--- src/aif_pkg.sv ---
// Package of constants and carrier types for the auxiliary event block
package aif_pkg;

  // Register indices; byte address is four times the index
  localparam logic [5:0] IDX_AUX = 6'h0b; // Auxiliary event flags
  localparam logic [5:0] IDX_FIFO1 = 6'h0c; // Unread byte count
  localparam logic [5:0] IDX_FIFO2 = 6'h0d; // FIFO errors and partial byte
  localparam logic [5:0] IDX_IRQ_STAT = 6'h0e; // Sticky interrupt status
  localparam logic [5:0] IDX_IRQ_MASK = 6'h0f; // Interrupt enable mask
  localparam logic [5:0] IDX_CMD = 6'h10; // Direct command strobes

  // Auxiliary flag bit positions
  localparam int AUX_DES = 7; // Deselect received
  localparam int AUX_FR = 6; // Framing error
  localparam int AUX_PAR = 5; // Parity error
  localparam int AUX_CRC = 4; // CRC error
  localparam int AUX_FIFO = 3; // FIFO overflow or underflow
  localparam int AUX_EEW = 2; // EEPROM write done
  localparam int AUX_EEF = 1; // EEPROM write failed
  localparam int AUX_EEA = 0; // EEPROM access aborted

  // Second FIFO status register bit positions
  localparam int F2_UNF = 6; // Underflow
  localparam int F2_OVR = 5; // Overflow
  localparam int F2_NCP = 4; // Last byte incomplete
  localparam int F2_LB_LSB = 1; // Low bit of last byte bit count
  localparam int F2_NPB = 0; // Missing parity bit

  // Command register bit positions
  localparam int CMD_DEFAULT = 0; // Set default
  localparam int CMD_CLEAR = 1; // Clear FIFO

  // Reset values and sizes
  localparam logic [7:0] RST_BYTE = 8'h00; // All three registers reset
  localparam logic [5:0] FIFO_DEPTH = 6'h20; // Bytes held by the FIFO
  localparam logic [31:0] RD_NONE = 32'h0000_0000; // Unmapped read data

  // Event pulses from the receiver and EEPROM controller
  typedef struct packed {
    logic deselect; // Deselect command received
    logic framing; // Framing error
    logic parity; // Parity error
    logic crc; // CRC error
    logic ee_done; // Host EEPROM write finished
    logic ee_fail; // Host EEPROM write refused
    logic ee_abort; // Host EEPROM access aborted
  } aif_evt_t;

  // FIFO traffic seen by the status logic
  typedef struct packed {
    logic push; // A byte enters the FIFO
    logic [2:0] bits; // Valid bits of that byte, 0 means full
    logic no_parity; // Pushed byte arrived without parity
    logic pop; // Host reads one byte out
  } aif_fifo_t;

endpackage : aif_pkg

--- src/aif_status.sv ---
// Auxiliary event flags and FIFO status registers on a Wishbone slave
// Operation
// RL1 - Latch eight auxiliary events at fixed bits
// RL2 - Errored frames still stored, error flag raised
// RL3 - FIFO over/underflow sets auxiliary bit 3
// RL4 - Host EEPROM write success sets bit 2
// RL5 - Host EEPROM write refusal sets bit 1
// RL6 - EEPROM access abort sets bit 0
// RL7 - Auxiliary flags clear at reset, default command
// RL8 - Reading auxiliary register clears all flags
// RL9 - First FIFO status shows unread byte count
// RL10 - FIFO status clears on reset, default, clear
// RL11 - Underflow at bit 6, overflow at 5
// RL12 - Incomplete last byte sets bit 4
// RL13 - Last byte bit count in bits 3..1
// RL14 - Missing parity sets bit 0, framing error
// RL15 - Summary bit holds until auxiliary register read
// RL16 - Reserved bits read zero, ignore events
`timescale 1ns/1ns
`default_nettype none

module aif_status #(
  parameter int DW = 32 // Wishbone data width
) (
  input wire logic clk_i, // 10 MHz clock
  input wire logic rst_i, // Synchronous reset, active high
  input wire logic cyc_i, // Wishbone cycle
  input wire logic stb_i, // Wishbone strobe
  input wire logic we_i, // Wishbone write enable
  input wire logic [7:0] adr_i, // Wishbone byte address
  input wire logic [3:0] sel_i, // Wishbone byte selects
  input wire logic [DW-1:0] dat_i, // Wishbone write data
  output logic [DW-1:0] dat_o, // Wishbone read data
  output logic ack_o, // Wishbone acknowledge
  input wire aif_pkg::aif_evt_t evt_i, // Event pulses
  input wire aif_pkg::aif_fifo_t fifo_i, // FIFO traffic pulses
  output logic aux_pending_o, // Main summary bit for auxiliary events
  output logic irq_o // Level interrupt
);

  // Word index of the current bus address
  function automatic logic [5:0] word_idx(input logic [7:0] a);
    word_idx = a[7:2];
  endfunction : word_idx

  // True when the bus address selects the given index
  function automatic logic hit(input logic [7:0] a, input logic [5:0] idx);
    hit = (word_idx(a) == idx);
  endfunction : hit

  logic req; // Request waiting for its single acknowledge
  logic rd_aux; // Read of the auxiliary register completes
  logic wr_lane0; // Write with the low byte lane selected
  logic cmd_default; // Set default command
  logic cmd_clear; // Clear FIFO command
  logic [7:0] aux_reg; // Auxiliary event flags
  logic [7:0] aux_next; // Next auxiliary flags
  logic [7:0] aux_set; // Events seen this cycle
  logic [5:0] cnt_reg; // Unread byte count
  logic [5:0] cnt_next; // Next byte count
  logic unf_reg; // Underflow flag
  logic ovr_reg; // Overflow flag
  logic ncp_reg; // Last byte incomplete
  logic [2:0] lb_reg; // Bits in last byte
  logic npb_reg; // Missing parity on last byte
  logic over_evt; // Push into a full FIFO
  logic under_evt; // Pop from an empty FIFO
  logic [7:0] fifo1_word; // First FIFO status as read
  logic [7:0] fifo2_word; // Second FIFO status as read
  logic [7:0] stat_reg; // Sticky interrupt status
  logic [7:0] mask_reg; // Interrupt mask, one enables

  // A request is answered once; ack falls in the following cycle
  assign req = cyc_i && stb_i && !ack_o;
  assign rd_aux = req && !we_i && hit(adr_i, aif_pkg::IDX_AUX);
  assign wr_lane0 = req && we_i && sel_i[0];
  assign cmd_default = wr_lane0 && hit(adr_i, aif_pkg::IDX_CMD)
                       && dat_i[aif_pkg::CMD_DEFAULT];
  assign cmd_clear = wr_lane0 && hit(adr_i, aif_pkg::IDX_CMD)
                     && dat_i[aif_pkg::CMD_CLEAR];

  // FIFO misuse is judged against the count before this cycle
  assign over_evt = fifo_i.push && !fifo_i.pop
                    && (cnt_reg == aif_pkg::FIFO_DEPTH);
  // A pop together with a push at empty hands the new byte straight out
  assign under_evt = fifo_i.pop && !fifo_i.push
                     && (cnt_reg == 6'h00); // RL11

  // Gather this cycle's events into the auxiliary layout
  always_comb
  begin
    aux_set = 8'h00;
    aux_set[aif_pkg::AUX_DES] = evt_i.deselect; // RL1
    // Missing parity is a framing error as well
    aux_set[aif_pkg::AUX_FR] = evt_i.framing
      || (fifo_i.push && fifo_i.no_parity); // RL14
    // Errors flag only; the bytes still go in through push
    aux_set[aif_pkg::AUX_PAR] = evt_i.parity; // RL2
    aux_set[aif_pkg::AUX_CRC] = evt_i.crc; // RL2
    aux_set[aif_pkg::AUX_FIFO] = over_evt || under_evt; // RL3
    aux_set[aif_pkg::AUX_EEW] = evt_i.ee_done; // RL4
    aux_set[aif_pkg::AUX_EEF] = evt_i.ee_fail; // RL5
    aux_set[aif_pkg::AUX_EEA] = evt_i.ee_abort; // RL6
  end

  // Read clears, but an event in the same cycle survives the clear
  always_comb
  begin
    aux_next = aux_reg;
    if (rd_aux || cmd_default)
    begin
      aux_next = aif_pkg::RST_BYTE; // RL7 RL8
    end
    aux_next = aux_next | aux_set;
  end

  // Auxiliary flags
  always_ff @(posedge clk_i)
  begin
    if (rst_i)
    begin
      aux_reg <= aif_pkg::RST_BYTE; // RL7
    end
    else
    begin
      aux_reg <= aux_next; // RL1
    end
  end

  // Byte count; simultaneous push and pop leave it unchanged
  always_comb
  begin
    cnt_next = cnt_reg;
    if (fifo_i.push && !fifo_i.pop && !over_evt)
    begin
      cnt_next = cnt_reg + 6'h01;
    end
    else if (fifo_i.pop && !fifo_i.push && !under_evt)
    begin
      cnt_next = cnt_reg - 6'h01;
    end
  end

  // Count register; a push into an empty FIFO with a pop is not underflow
  always_ff @(posedge clk_i)
  begin
    if (rst_i || cmd_default || cmd_clear)
    begin
      cnt_reg <= 6'h00; // RL10
    end
    else
    begin
      cnt_reg <= cnt_next; // RL9
    end
  end

  // Sticky FIFO error flags, held until a clear or default command
  always_ff @(posedge clk_i)
  begin
    if (rst_i)
    begin
      unf_reg <= 1'b0; // RL10
      ovr_reg <= 1'b0;
    end
    else if (cmd_default || cmd_clear)
    begin
      // A misuse in the clearing cycle is still reported: set wins
      unf_reg <= under_evt; // RL10 RL11
      ovr_reg <= over_evt;
    end
    else
    begin
      unf_reg <= unf_reg || under_evt; // RL11
      ovr_reg <= ovr_reg || over_evt; // RL11
    end
  end

  // Last byte description follows every accepted push
  always_ff @(posedge clk_i)
  begin
    if (rst_i || cmd_default || cmd_clear)
    begin
      ncp_reg <= 1'b0; // RL10
      lb_reg <= 3'h0;
      npb_reg <= 1'b0;
    end
    else if (fifo_i.push && !over_evt)
    begin
      ncp_reg <= (fifo_i.bits != 3'h0); // RL12
      lb_reg <= fifo_i.bits; // RL13
      npb_reg <= fifo_i.no_parity; // RL14
    end
  end

  // Status words; reserved bits are hard zeros
  assign fifo1_word = {2'b00, cnt_reg}; // RL9 RL16
  assign fifo2_word = {1'b0, unf_reg, ovr_reg, ncp_reg,
                       lb_reg, npb_reg}; // RL16

  // Interrupt status: same layout as the flags, write one to clear
  always_ff @(posedge clk_i)
  begin
    if (rst_i)
    begin
      stat_reg <= aif_pkg::RST_BYTE;
    end
    else if (cmd_default)
    begin
      // Set wins over the default command, as for the flags
      stat_reg <= aux_set;
    end
    else if (wr_lane0 && hit(adr_i, aif_pkg::IDX_IRQ_STAT))
    begin
      stat_reg <= (stat_reg & ~dat_i[7:0]) | aux_set;
    end
    else
    begin
      stat_reg <= stat_reg | aux_set;
    end
  end

  // Interrupt mask, written by software
  always_ff @(posedge clk_i)
  begin
    if (rst_i || cmd_default)
    begin
      mask_reg <= aif_pkg::RST_BYTE;
    end
    else if (wr_lane0 && hit(adr_i, aif_pkg::IDX_IRQ_MASK))
    begin
      mask_reg <= dat_i[7:0];
    end
  end

  // Outputs are registered; irq_o lags the status by one cycle, aux_pending_o is taken from aux_next and moves with the flags
  always_ff @(posedge clk_i)
  begin
    if (rst_i)
    begin
      irq_o <= 1'b0;
      aux_pending_o <= 1'b0;
    end
    else
    begin
      irq_o <= |(stat_reg & mask_reg);
      aux_pending_o <= |aux_next; // RL15
    end
  end

  // Bus answer: one wait state, unmapped reads return zero
  always_ff @(posedge clk_i)
  begin
    if (rst_i)
    begin
      ack_o <= 1'b0;
      dat_o <= '0;
    end
    else
    begin
      ack_o <= req;
      if (req && !we_i)
      begin
        case (word_idx(adr_i))
          aif_pkg::IDX_AUX: dat_o <= DW'(aux_reg);
          aif_pkg::IDX_FIFO1: dat_o <= DW'(fifo1_word);
          aif_pkg::IDX_FIFO2: dat_o <= DW'(fifo2_word);
          aif_pkg::IDX_IRQ_STAT: dat_o <= DW'(stat_reg);
          aif_pkg::IDX_IRQ_MASK: dat_o <= DW'(mask_reg);
          default: dat_o <= DW'(aif_pkg::RD_NONE);
        endcase
      end
      else
      begin
        dat_o <= '0;
      end
    end
  end
endmodule : aif_status

`default_nettype wire

--- config.mk ---
export PLATFORM = sky130hd
export DESIGN_NAME = aif_status
export DESIGN_NICKNAME = d
export VERILOG_FILES = /design/src/aif_pkg.sv /design/src/aif_status.sv
export SDC_FILE = /design/constraint.sdc
export NUM_CORES = 1
export LEC_CHECK = 0
export ABC_CLOCK_PERIOD_IN_PS = 3330
export CELL_PAD_IN_SITES_DETAIL_PLACEMENT = 0
export CELL_PAD_IN_SITES_GLOBAL_PLACEMENT = 1
export CORE_MARGIN = 3
export CORE_UTILIZATION = 46
export CTS_CLUSTER_DIAMETER = 150
export DETAILED_ROUTE_END_ITERATION = 8
export DONT_BUFFER_PORTS = 1
export PLACE_DENSITY = 0.79
export SYNTH_ARGS = -nofsm -noshare
export SYNTH_HDL_FRONTEND = slang
export SYNTH_SLANG_ARGS = --single-unit
--- constraint.sdc ---
create_clock -name clk_i -period 3.33 [get_ports clk_i]
set_clock_uncertainty 0.1 [all_clocks]
set_input_delay 0.666 -clock clk_i [delete_from_list [all_inputs] [get_ports clk_i]]
set_output_delay 0.666 -clock clk_i [all_outputs]
set_load 0.1 [all_outputs]
==> flow_summary_export.csv, run 1 <==
group,metric,value,unit
place,io_buffers,0,
clock_network,hold_buffers,0,
logic_synthesis,syn_inst,258,
global_routing,antenna_found_initial,0,
timing,setup_viol,0,
finish,drive_gt1_frac,0.113,
timing,period_share,0.816,
floorplanning,rows,26,
floorplanning,core_area,5170,um2
drt,first_pass_iters,4,
timing,slew-limit-headroom,0.353,
clock_network,path_clk_slew,0.09,ns
floorplanning,die_width,79.6,um
drt,drt-initial-drc-count,74,
drt,highest_layer,"met4",
logic_synthesis,synth.avg_cell_area,9.66,um2
outcome,outcome,"complete, no violations",
clock_network,cts_buffers,5,
clock_network,clock_sinks,48,
drt,wl,5470,um
worst_setup_path,cp-start-kind,"flop",
drt,wl_per_cell,16.8,um
finish,diodes,0,
drt,drc,0,
timing,fin_tns_setup,0,ns
clock_network,clockBufferDepth,2,
finish,final_common_cell,"dfxtp_1",
worst_setup_path,critical_path_class,"flop to flop",
floorplanning,initial_core_util,0.482,
global_routing,grt_usage,0.183,
clock_network,worstSkewPairLatency,0.30,ns
worst_setup_path,end_kind,"flop",
logic_synthesis,async_reset_ff_frac,0,
timing,worstMarginPinSlew,0.969,ns
logic_synthesis,ys.flop_type,"dfxtp_1",
drt,drt.antenna.violating_nets,0,
power_and_ir_drop,p_leak,0.970,nW
hold_path,hold_class,"primary input to flop",
finish,mostFrequentLayoutCells,"48 x dfxtp_1, 36 x nor2_1, 24 x conb_1",
logic_synthesis,ys_seq_area_frac,0.386,
logic_synthesis,synth-edff-count,0,
timing,finalHoldViolCount,0,
worst_setup_path,crit_path_max_fanout,5,
global_routing,grt_pass1_wl,8920,um
place,place_hpwl,4160,um
global_routing,grt.overflow.total,0,
timing,report.final.slew_viol_count,0,
clock_network,cts_root_buf,"clkbuf_8",
drt,drt-met1-wl,2490,um
timing,rsz0062_at_grt,"false",
logic_synthesis,synthesis.area,2490,um2
finish,final_nets,322,
logic_synthesis,yosysUniqueCellTypes,52,
power_and_ir_drop,peakVddDrop,0.000302,V
timing,post-route-min-period,2.72,ns
drt,met3_length,302,um
global_routing,grt_max_degree,18,
clock_network,post_cts_resized,0,
finish,utilization,0.494,
drt,dr_wl_met2,2590,um
drt,vias,1790,
worst_setup_path,crit_arrival,2.86,ns
global_routing,grt_pass1_vias,1760,
timing,fmax,368,MHz
floorplanning,io_pins,97,
logic_synthesis,synth_seq_cells,48,
clock_network,cts_tree,"built",
logic_synthesis,yosys_warnings,0,
power_and_ir_drop,power.density,644,nW/um2
floorplanning,die-area,6340,um2
clock_network,cts_setup_buffers,0,
floorplanning,die_y,79.6,um
drt,via_per_inst,5.49,
worst_setup_path,cp.required,3.47,ns
flow_run,maxCapViolations,0,
finish,area_delta_synth_final,2.46,%
clock_network,htree_levels,2,
place,place.gp.congestion,0.799,
==> final cells by class <==
cell class,instances,area (um2)
multi-input combinational,196,1370
fill,502,2620
clock inverter,2,38.8
tap,70,87.6
inverter,4,15.0
sequential,48,961
clock buffer,6,82.6
==> per-layer routing <==
layer	vias up	global-route usage
met5	-	0
met4	0	0.0636
met3	9	0.0406
met2	50	0.287
met1	845	0.246
li1	886	-
==> cell families (layout without fill, tap and decap cells) <==
logic type,count (synthesis),in the layout,share of synthesized area
XOR/XNOR,4,4,0.0141
AO/OA/AOI/OAI,57,57,0.171
buffers and inverters,37,12,0.0999
flip-flops,48,48,0.386
adder cells (fa/ha/maj),5,5,0.0281
AND/OR/NAND/NOR,82,82,0.173
multiplexers,24,24,0.127
other,1,24,0.00150
==> worst max-delay path: stages, from the launching register on <==
cell,delay (ns)
dfxtp_1,0.38
nor3_1,0.43
nand3_2,0.22
nand2_1,0.23
ha_1,0.32
a21oi_1,0.21
nor2b_1,0.07
nor3b_1,0.26
mux4_2,0.35
nor2_1,0.09
==> Yosys cell counts, drive strengths merged (3+ instances only) <==
cell type	instances	area share
a21oi	23	0.048
a22o	6	0.021
a22oi	13	0.045
buf	29	0.087
clkbuf	4	0.0065
dfxtp	48	0.39
ha	4	0.020
inv	4	0.0060
mux2i	17	0.068
mux4	6	0.054
nand2	11	0.017
nand3	5	0.012
nor2	37	0.059
nor2b	4	0.010
nor3	5	0.014
nor4	5	0.013
o21ai	5	0.015
xor2	3	0.011
==> report_power, final <==
| part | leakage (nW) | internal, mW | switching, mW | total [mW] |
|---|---|---|---|---|
| combinational | 0.514 | 0.180 | 0.306 | 0.486 |
| sequential | 0.395 | 0.635 | 0.0767 | 0.711 |
| clock | 0.0614 | 0.246 | 0.202 | 0.447 |
| total | 0.970 | 1.06 | 0.584 | 1.64 |
==> metrics by stage <==
| step | hold WS [ns] | instances | cell area, um2 | worst slack [ns] | power [mW] |
|---|---|---|---|---|---|
| floorplan | 0.329 | 281 | 2580 | 0.922 | 1.16 |
| global placement | 0.349 | 318 | 2430 | 0.675 | 1.20 |
| detailed placement | 0.353 | 318 | 2430 | 0.658 | 1.21 |
| CTS | 0.309 | 326 | 2550 | 0.628 | 1.65 |
| global route | 0.302 | 326 | 2550 | 0.326 | 1.74 |
| finish | 0.318 | 326 | 2550 | 0.613 | 1.64 |
==> worst paths after layout <==
check                               start                       to  slack (ns)  cells past startpoint
setup / recovery  cnt_reg[0]$_SDFFE_PP0P_  cnt_reg[5]$_SDFFE_PP0P_        0.61                      9
hold / removal                      rst_i         ack_o$_SDFF_PP0_        0.32                      1
setup reg to reg  cnt_reg[0]$_SDFFE_PP0P_  cnt_reg[5]$_SDFFE_PP0P_        0.61                      9
hold reg to reg        ovr_reg$_SDFF_PP0_       ovr_reg$_SDFF_PP0_        0.36                      2
Power figures use the tool's default switching activity.
==> inputs of run 2 (changes only) <==
--- a/config.mk
+++ b/config.mk
@@ -5,7 +5,7 @@
 export SDC_FILE = /design/constraint.sdc
 export NUM_CORES = 1
 export LEC_CHECK = 0
-export ABC_CLOCK_PERIOD_IN_PS = 3330
+export ABC_CLOCK_PERIOD_IN_PS = 2700
 export CELL_PAD_IN_SITES_DETAIL_PLACEMENT = 0
 export CELL_PAD_IN_SITES_GLOBAL_PLACEMENT = 1
 export CORE_MARGIN = 3
==> constraint.sdc (replaced) <==
create_clock -name clk_i -period 2.7 [get_ports clk_i]
set_clock_uncertainty 0.1 [all_clocks]
set_input_delay 0.54 -clock clk_i [delete_from_list [all_inputs] [get_ports clk_i]]
set_output_delay 0.54 -clock clk_i [all_outputs]
set_load 0.1 [all_outputs]
==> flow_summary_export.csv, run 2 (synthesized netlist as in run 1, its figures left out) <==
group,metric,value,unit
outcome,outcome,"complete, no violations",
global_routing,grt_pass1_wl,8670,um
place,place_hpwl,4300,um
floorplanning,die-area,6340,um2
place,place.gp.congestion,0.791,
drt,wl_per_cell,16.0,um
timing,finalHoldViolCount,0,
global_routing,grt.overflow.total,0,
worst_setup_path,cp-start-kind,"flop",
finish,area_delta_synth_final,7.63,%
timing,post-route-min-period,2.40,ns
finish,multi_input_area,1370,um2
finish,area.sequential,961,um2
worst_setup_path,crit_arrival,2.53,ns
hold_path,min_from,"rst_i",
drt,vias,1829,
timing,fin_tns_setup,0,ns
power_and_ir_drop,peakVddDrop,0.000385,V
clock_network,clock_sinks,48,
global_routing,grt_max_degree,18,
drt,drt.antenna.violating_nets,0,
floorplanning,rows,26,
place,io_buffers,0,
timing,rsz0062_at_grt,"false",
worst_setup_path,end_kind,"flop",
finish,final_nets,340,
finish,final_cell_count_no_fill,344,
power_and_ir_drop,power.density,783,nW/um2
timing,worst_slack,0.303,ns
global_routing,antenna_found_initial,0,
drt,first_pass_iters,5,
finish,drive_gt1_frac,0.172,
worst_setup_path,reg2reg_depth,9,
clock_network,cts_setup_buffers,0,
clock_network,worstSkewPairLatency,0.30,ns
timing,slew-limit-headroom,0.646,
clock_network,htree_levels,2,
drt,via_per_inst,5.32,
hold_path,holdPathEnd,"aux_reg[7]$_SDFF_PP0_",
worst_setup_path,cp.required,2.83,ns
drt,drc,0,
clock_network,path_clk_slew,0.10,ns
drt,wl,5500,um
timing,setup_viol,0,
finish,diodes,0,
clock_network,hold_buffers,0,
place,placed_cells,336,
worst_setup_path,rr_startpoint,"cnt_reg[2]$_SDFFE_PP0P_",
floorplanning,die_width,79.6,um
worst_setup_path,critical_path_class,"flop to flop",
global_routing,grt_usage,0.176,
floorplanning,core_area,5170,um2
finish,fillers,477,
global_routing,grt_pass1_vias,1671,
clock_network,cts_buffers,5,
timing,period_share,0.888,
drt,drt-initial-drc-count,117,
flow_run,maxCapViolations,0,
finish,mostFrequentLayoutCells,"48 x dfxtp_1, 36 x nor2_1, 24 x conb_1",
clock_network,clockBufferDepth,2,
clock_network,cts_root_buf,"clkbuf_8",
worst_setup_path,critPathLaunch,"cnt_reg[2]$_SDFFE_PP0P_",
clock_network,post_cts_resized,0,
hold_path,min_path_cells,1,
clock_network,cts_tree,"built",
worst_setup_path,crit_path_max_fanout,5,
power_and_ir_drop,p_leak,1.06,nW
worst_setup_path,reg2reg_to,"cnt_reg[5]$_SDFFE_PP0P_",
worst_setup_path,r2r_setup_slack,0.30,ns
floorplanning,io_pins,97,
timing,worstMarginPinSlew,0.531,ns
place,dp_slack,0.121,ns
hold_path,hold_class,"primary input to flop",
floorplanning,die_y,79.6,um
finish,final_common_cell,"dfxtp_1",
floorplanning,initial_core_util,0.482,
timing,report.final.slew_viol_count,0,
timing,fmax,417,MHz
==> run 2: metal layers <==
metal	routed length, um	track usage
met5	0	0
met4	68	0.0361
met3	346	0.0451
met2	2660	0.285
met1	2420	0.238
==> run 2: worst max path at each step <==
stage                     depth (start not counted)                 endpoint  slack, ns
final                                             9  cnt_reg[5]$_SDFFE_PP0P_       0.30
after global routing                              9  cnt_reg[5]$_SDFFE_PP0P_       0.06
after CTS                                         9  cnt_reg[5]$_SDFFE_PP0P_       0.24
after detailed placement                          8  cnt_reg[5]$_SDFFE_PP0P_       0.12
after global placement                            8  cnt_reg[5]$_SDFFE_PP0P_       0.15
after floorplan                                   9  cnt_reg[5]$_SDFFE_PP0P_       0.39
==> run 2: final cells by class <==
cell class                 instances  area share
clock buffer                       5      0.0257
clock inverter                     3      0.0173
inverter                           4     0.00560
multi-input combinational        196       0.510
sequential                        48       0.358
tap                               70      0.0326
timing repair buffer              18      0.0504
==> run 2: power breakdown <==
| group | internal [mW] | leakage (nW) | switching, mW | total, mW |
|---|---|---|---|---|
| Clock | 0.279 | 0.0548 | 0.244 | 0.522 |
| Combinational | 0.280 | 0.608 | 0.436 | 0.716 |
| Sequential | 0.787 | 0.395 | 0.0753 | 0.862 |
| Total | 1.35 | 1.06 | 0.755 | 2.10 |
==> run 2: stage by stage <==
stage | total power, mW | util | instance area, um2 | hold slack, ns
6_report | 2.10 | 0.519 | 2680 | 0.198
5_1_grt | 2.22 | 0.519 | 2680 | 0.182
4_1_cts | 2.12 | 0.519 | 2680 | 0.192
3_5_place_dp | 1.59 | 0.496 | 2570 | 0.344
3_3_place_gp | 1.58 | 0.496 | 2570 | 0.347
2_1_floorplan | 1.43 | - | 2580 | 0.329
==> run 2: critical path, stage by stage (launching register included) <==
cell,delay [ns]
dfxtp_1,0.37
nor3_1,0.32
nand3_2,0.12
nand2_1,0.18
ha_1,0.31
a21oi_1,0.20
nor2b_1,0.07
nor3b_1,0.22
mux4_2,0.33
nor2_1,0.10
==> inputs of run 3 (changes only) <==
==> constraint.sdc (replaced) <==
create_clock -name clk_i -period 2.7 [get_ports clk_i]
set_clock_uncertainty 0.1 [all_clocks]
set_input_delay 0.27 -clock clk_i [delete_from_list [all_inputs] [get_ports clk_i]]
set_output_delay 0.27 -clock clk_i [all_outputs]
set_load 0.1 [all_outputs]
==> flow_summary_export.csv, run 3 (synthesized netlist as in run 1, its figures left out) <==
group,metric,value,unit
global_routing,grt_max_degree,16,
clock_network,cts_tree,"built",
global_routing,grt_usage,0.188,
clock_network,clock_sinks,48,
finish,final_nets,337,
worst_setup_path,end_kind,"flop",
timing,post-route-min-period,2.31,ns
finish,diodes,0,
hold_path,min_from,"dat_i[6]",
drt,via_per_inst,5.44,
worst_setup_path,crit_arrival,2.44,ns
power_and_ir_drop,p_total,2.05,mW
floorplanning,die_width,79.6,um
timing,fmax,433,MHz
clock_network,worstSkewPairLatency,0.30,ns
finish,mostFrequentLayoutCells,"48 x dfxtp_1, 36 x nor2_1, 24 x conb_1",
flow_run,maxCapViolations,0,
power_and_ir_drop,p_seq_frac,0.426,
power_and_ir_drop,power_frac_comb,0.354,
drt,wl,5650,um
clock_network,path_clk_slew,0.09,ns
power_and_ir_drop,peakVddDrop,0.000313,V
floorplanning,core_area,5170,um2
global_routing,grt_pass1_vias,1803,
finish,drive_gt1_frac,0.133,
finish,area_delta_synth_final,6.83,%
outcome,outcome,"complete, no violations",
clock_network,htree_levels,2,
hold_path,hold_class,"primary input to flop",
global_routing,antenna_found_initial,0,
floorplanning,die-area,6340,um2
finish,final_cell_count_no_fill,341,
place,io_buffers,0,
drt,drt-initial-drc-count,98,
drt,wl_per_cell,16.6,um
global_routing,grt.overflow.total,0,
power_and_ir_drop,p_clk_frac,0.220,
timing,worstMarginPinSlew,0.932,ns
timing,period_share,0.856,
power_and_ir_drop,power.density,769,nW/um2
timing,rsz0062_at_grt,"false",
timing,fin_tns_setup,0,ns
timing,setup_viol,0,
timing,slew-limit-headroom,0.378,
clock_network,cts_root_buf,"clkbuf_8",
floorplanning,initial_core_util,0.482,
drt,vias,1855,
floorplanning,rows,26,
worst_setup_path,critical_path_class,"flop to flop",
clock_network,cts_buffers,5,
worst_setup_path,rr_startpoint,"cnt_reg[2]$_SDFFE_PP0P_",
clock_network,clockBufferDepth,2,
timing,finalHoldViolCount,0,
power_and_ir_drop,sw_frac_of_total,0.373,
global_routing,grt_pass1_wl,9320,um
drt,first_pass_iters,4,
place,placed_cells,325,
power_and_ir_drop,p_switching,0.764,mW
worst_setup_path,critPathLaunch,"cnt_reg[2]$_SDFFE_PP0P_",
power_and_ir_drop,internal-power,1.28,mW
finish,final_common_cell,"dfxtp_1",
clock_network,cts_setup_buffers,0,
drt,drc,0,
worst_setup_path,cp.required,2.83,ns
place,place.gp.congestion,0.770,
timing,report.final.slew_viol_count,0,
worst_setup_path,cp-start-kind,"flop",
drt,drt.antenna.violating_nets,0,
worst_setup_path,crit_path_max_fanout,4,
power_and_ir_drop,p_leak,1.02,nW
floorplanning,die_y,79.6,um
floorplanning,io_pins,97,
place,place_hpwl,4290,um
run 3: cell count changes in the layout (fill, tap and decap cells not counted):
cell,before,now
dlygate4sd3_1,0,8
bufinv_16,1,0
buf_4,18,7
clkinvlp_4,1,2
clkbuf_8,5,6
inv_6,1,0
run 3: metal layers:
layer  wire, um  track usage  vias up
li1           -            -      914
met1       2460        0.251      863
met2       2670        0.301       69
met3        445       0.0542        9
met4         76       0.0378        0
met5          0            0        -
run 3: final timing paths:
kind,endpoint,slack [ns],depth (start not counted)
max reg2reg,cnt_reg[5]$_SDFFE_PP0P_,0.39,9
max,cnt_reg[5]$_SDFFE_PP0P_,0.39,9
min reg2reg,ovr_reg$_SDFF_PP0_,0.36,2
min,mask_reg[6]$_SDFFE_PP0P_,0.02,2
run 3: repair_timing:
action,CTS,global route
resized for setup,0,0
hold buffers,7,1
hold endpoints to repair,18,1
run 3: metrics by stage:
| stage | hold slack [ns] | instance area, um2 | setup WS (ns) | utilization |
|---|---|---|---|---|
| after floorplan | 0.287 | 2580 | 0.390 | - |
| after global placement | 0.242 | 2480 | 0.331 | 0.480 |
| after detailed placement | 0.247 | 2480 | 0.366 | 0.480 |
| after CTS | 0.00620 | 2650 | 0.343 | 0.513 |
| after global routing | 0.0109 | 2660 | 0.239 | 0.515 |
| final | 0.0169 | 2660 | 0.389 | 0.515 |
run 3: cell type report:
cell class | count | area (um2)
fillers | 497 | 2510
flip-flops and latches | 48 | 961
clock inverters | 2 | 15.0
clock buffers | 6 | 82.6
repair buffers | 15 | 133
well taps | 70 | 87.6
inverters | 4 | 15.0
multi-input cells | 196 | 1370
run 3: power by group through the flow:
stage	Clock, mW	Combinational (mW)	Sequential [mW]
finish	0.450	0.725	0.872
detailed placement	0	0.709	0.887
global route	0.495	0.799	0.881
CTS	0.461	0.725	0.870
floorplan	0	0.568	0.864
global placement	0	0.700	0.883
run 3: worst max-delay path: stages, from the launching register on:
cell,delay (ns)
dfxtp_1,0.37
nor3_1,0.31
nand3_2,0.12
nand2_1,0.15
ha_1,0.30
a21oi_1,0.20
nor2b_1,0.07
nor3b_1,0.20
mux4_2,0.34
nor2_1,0.10
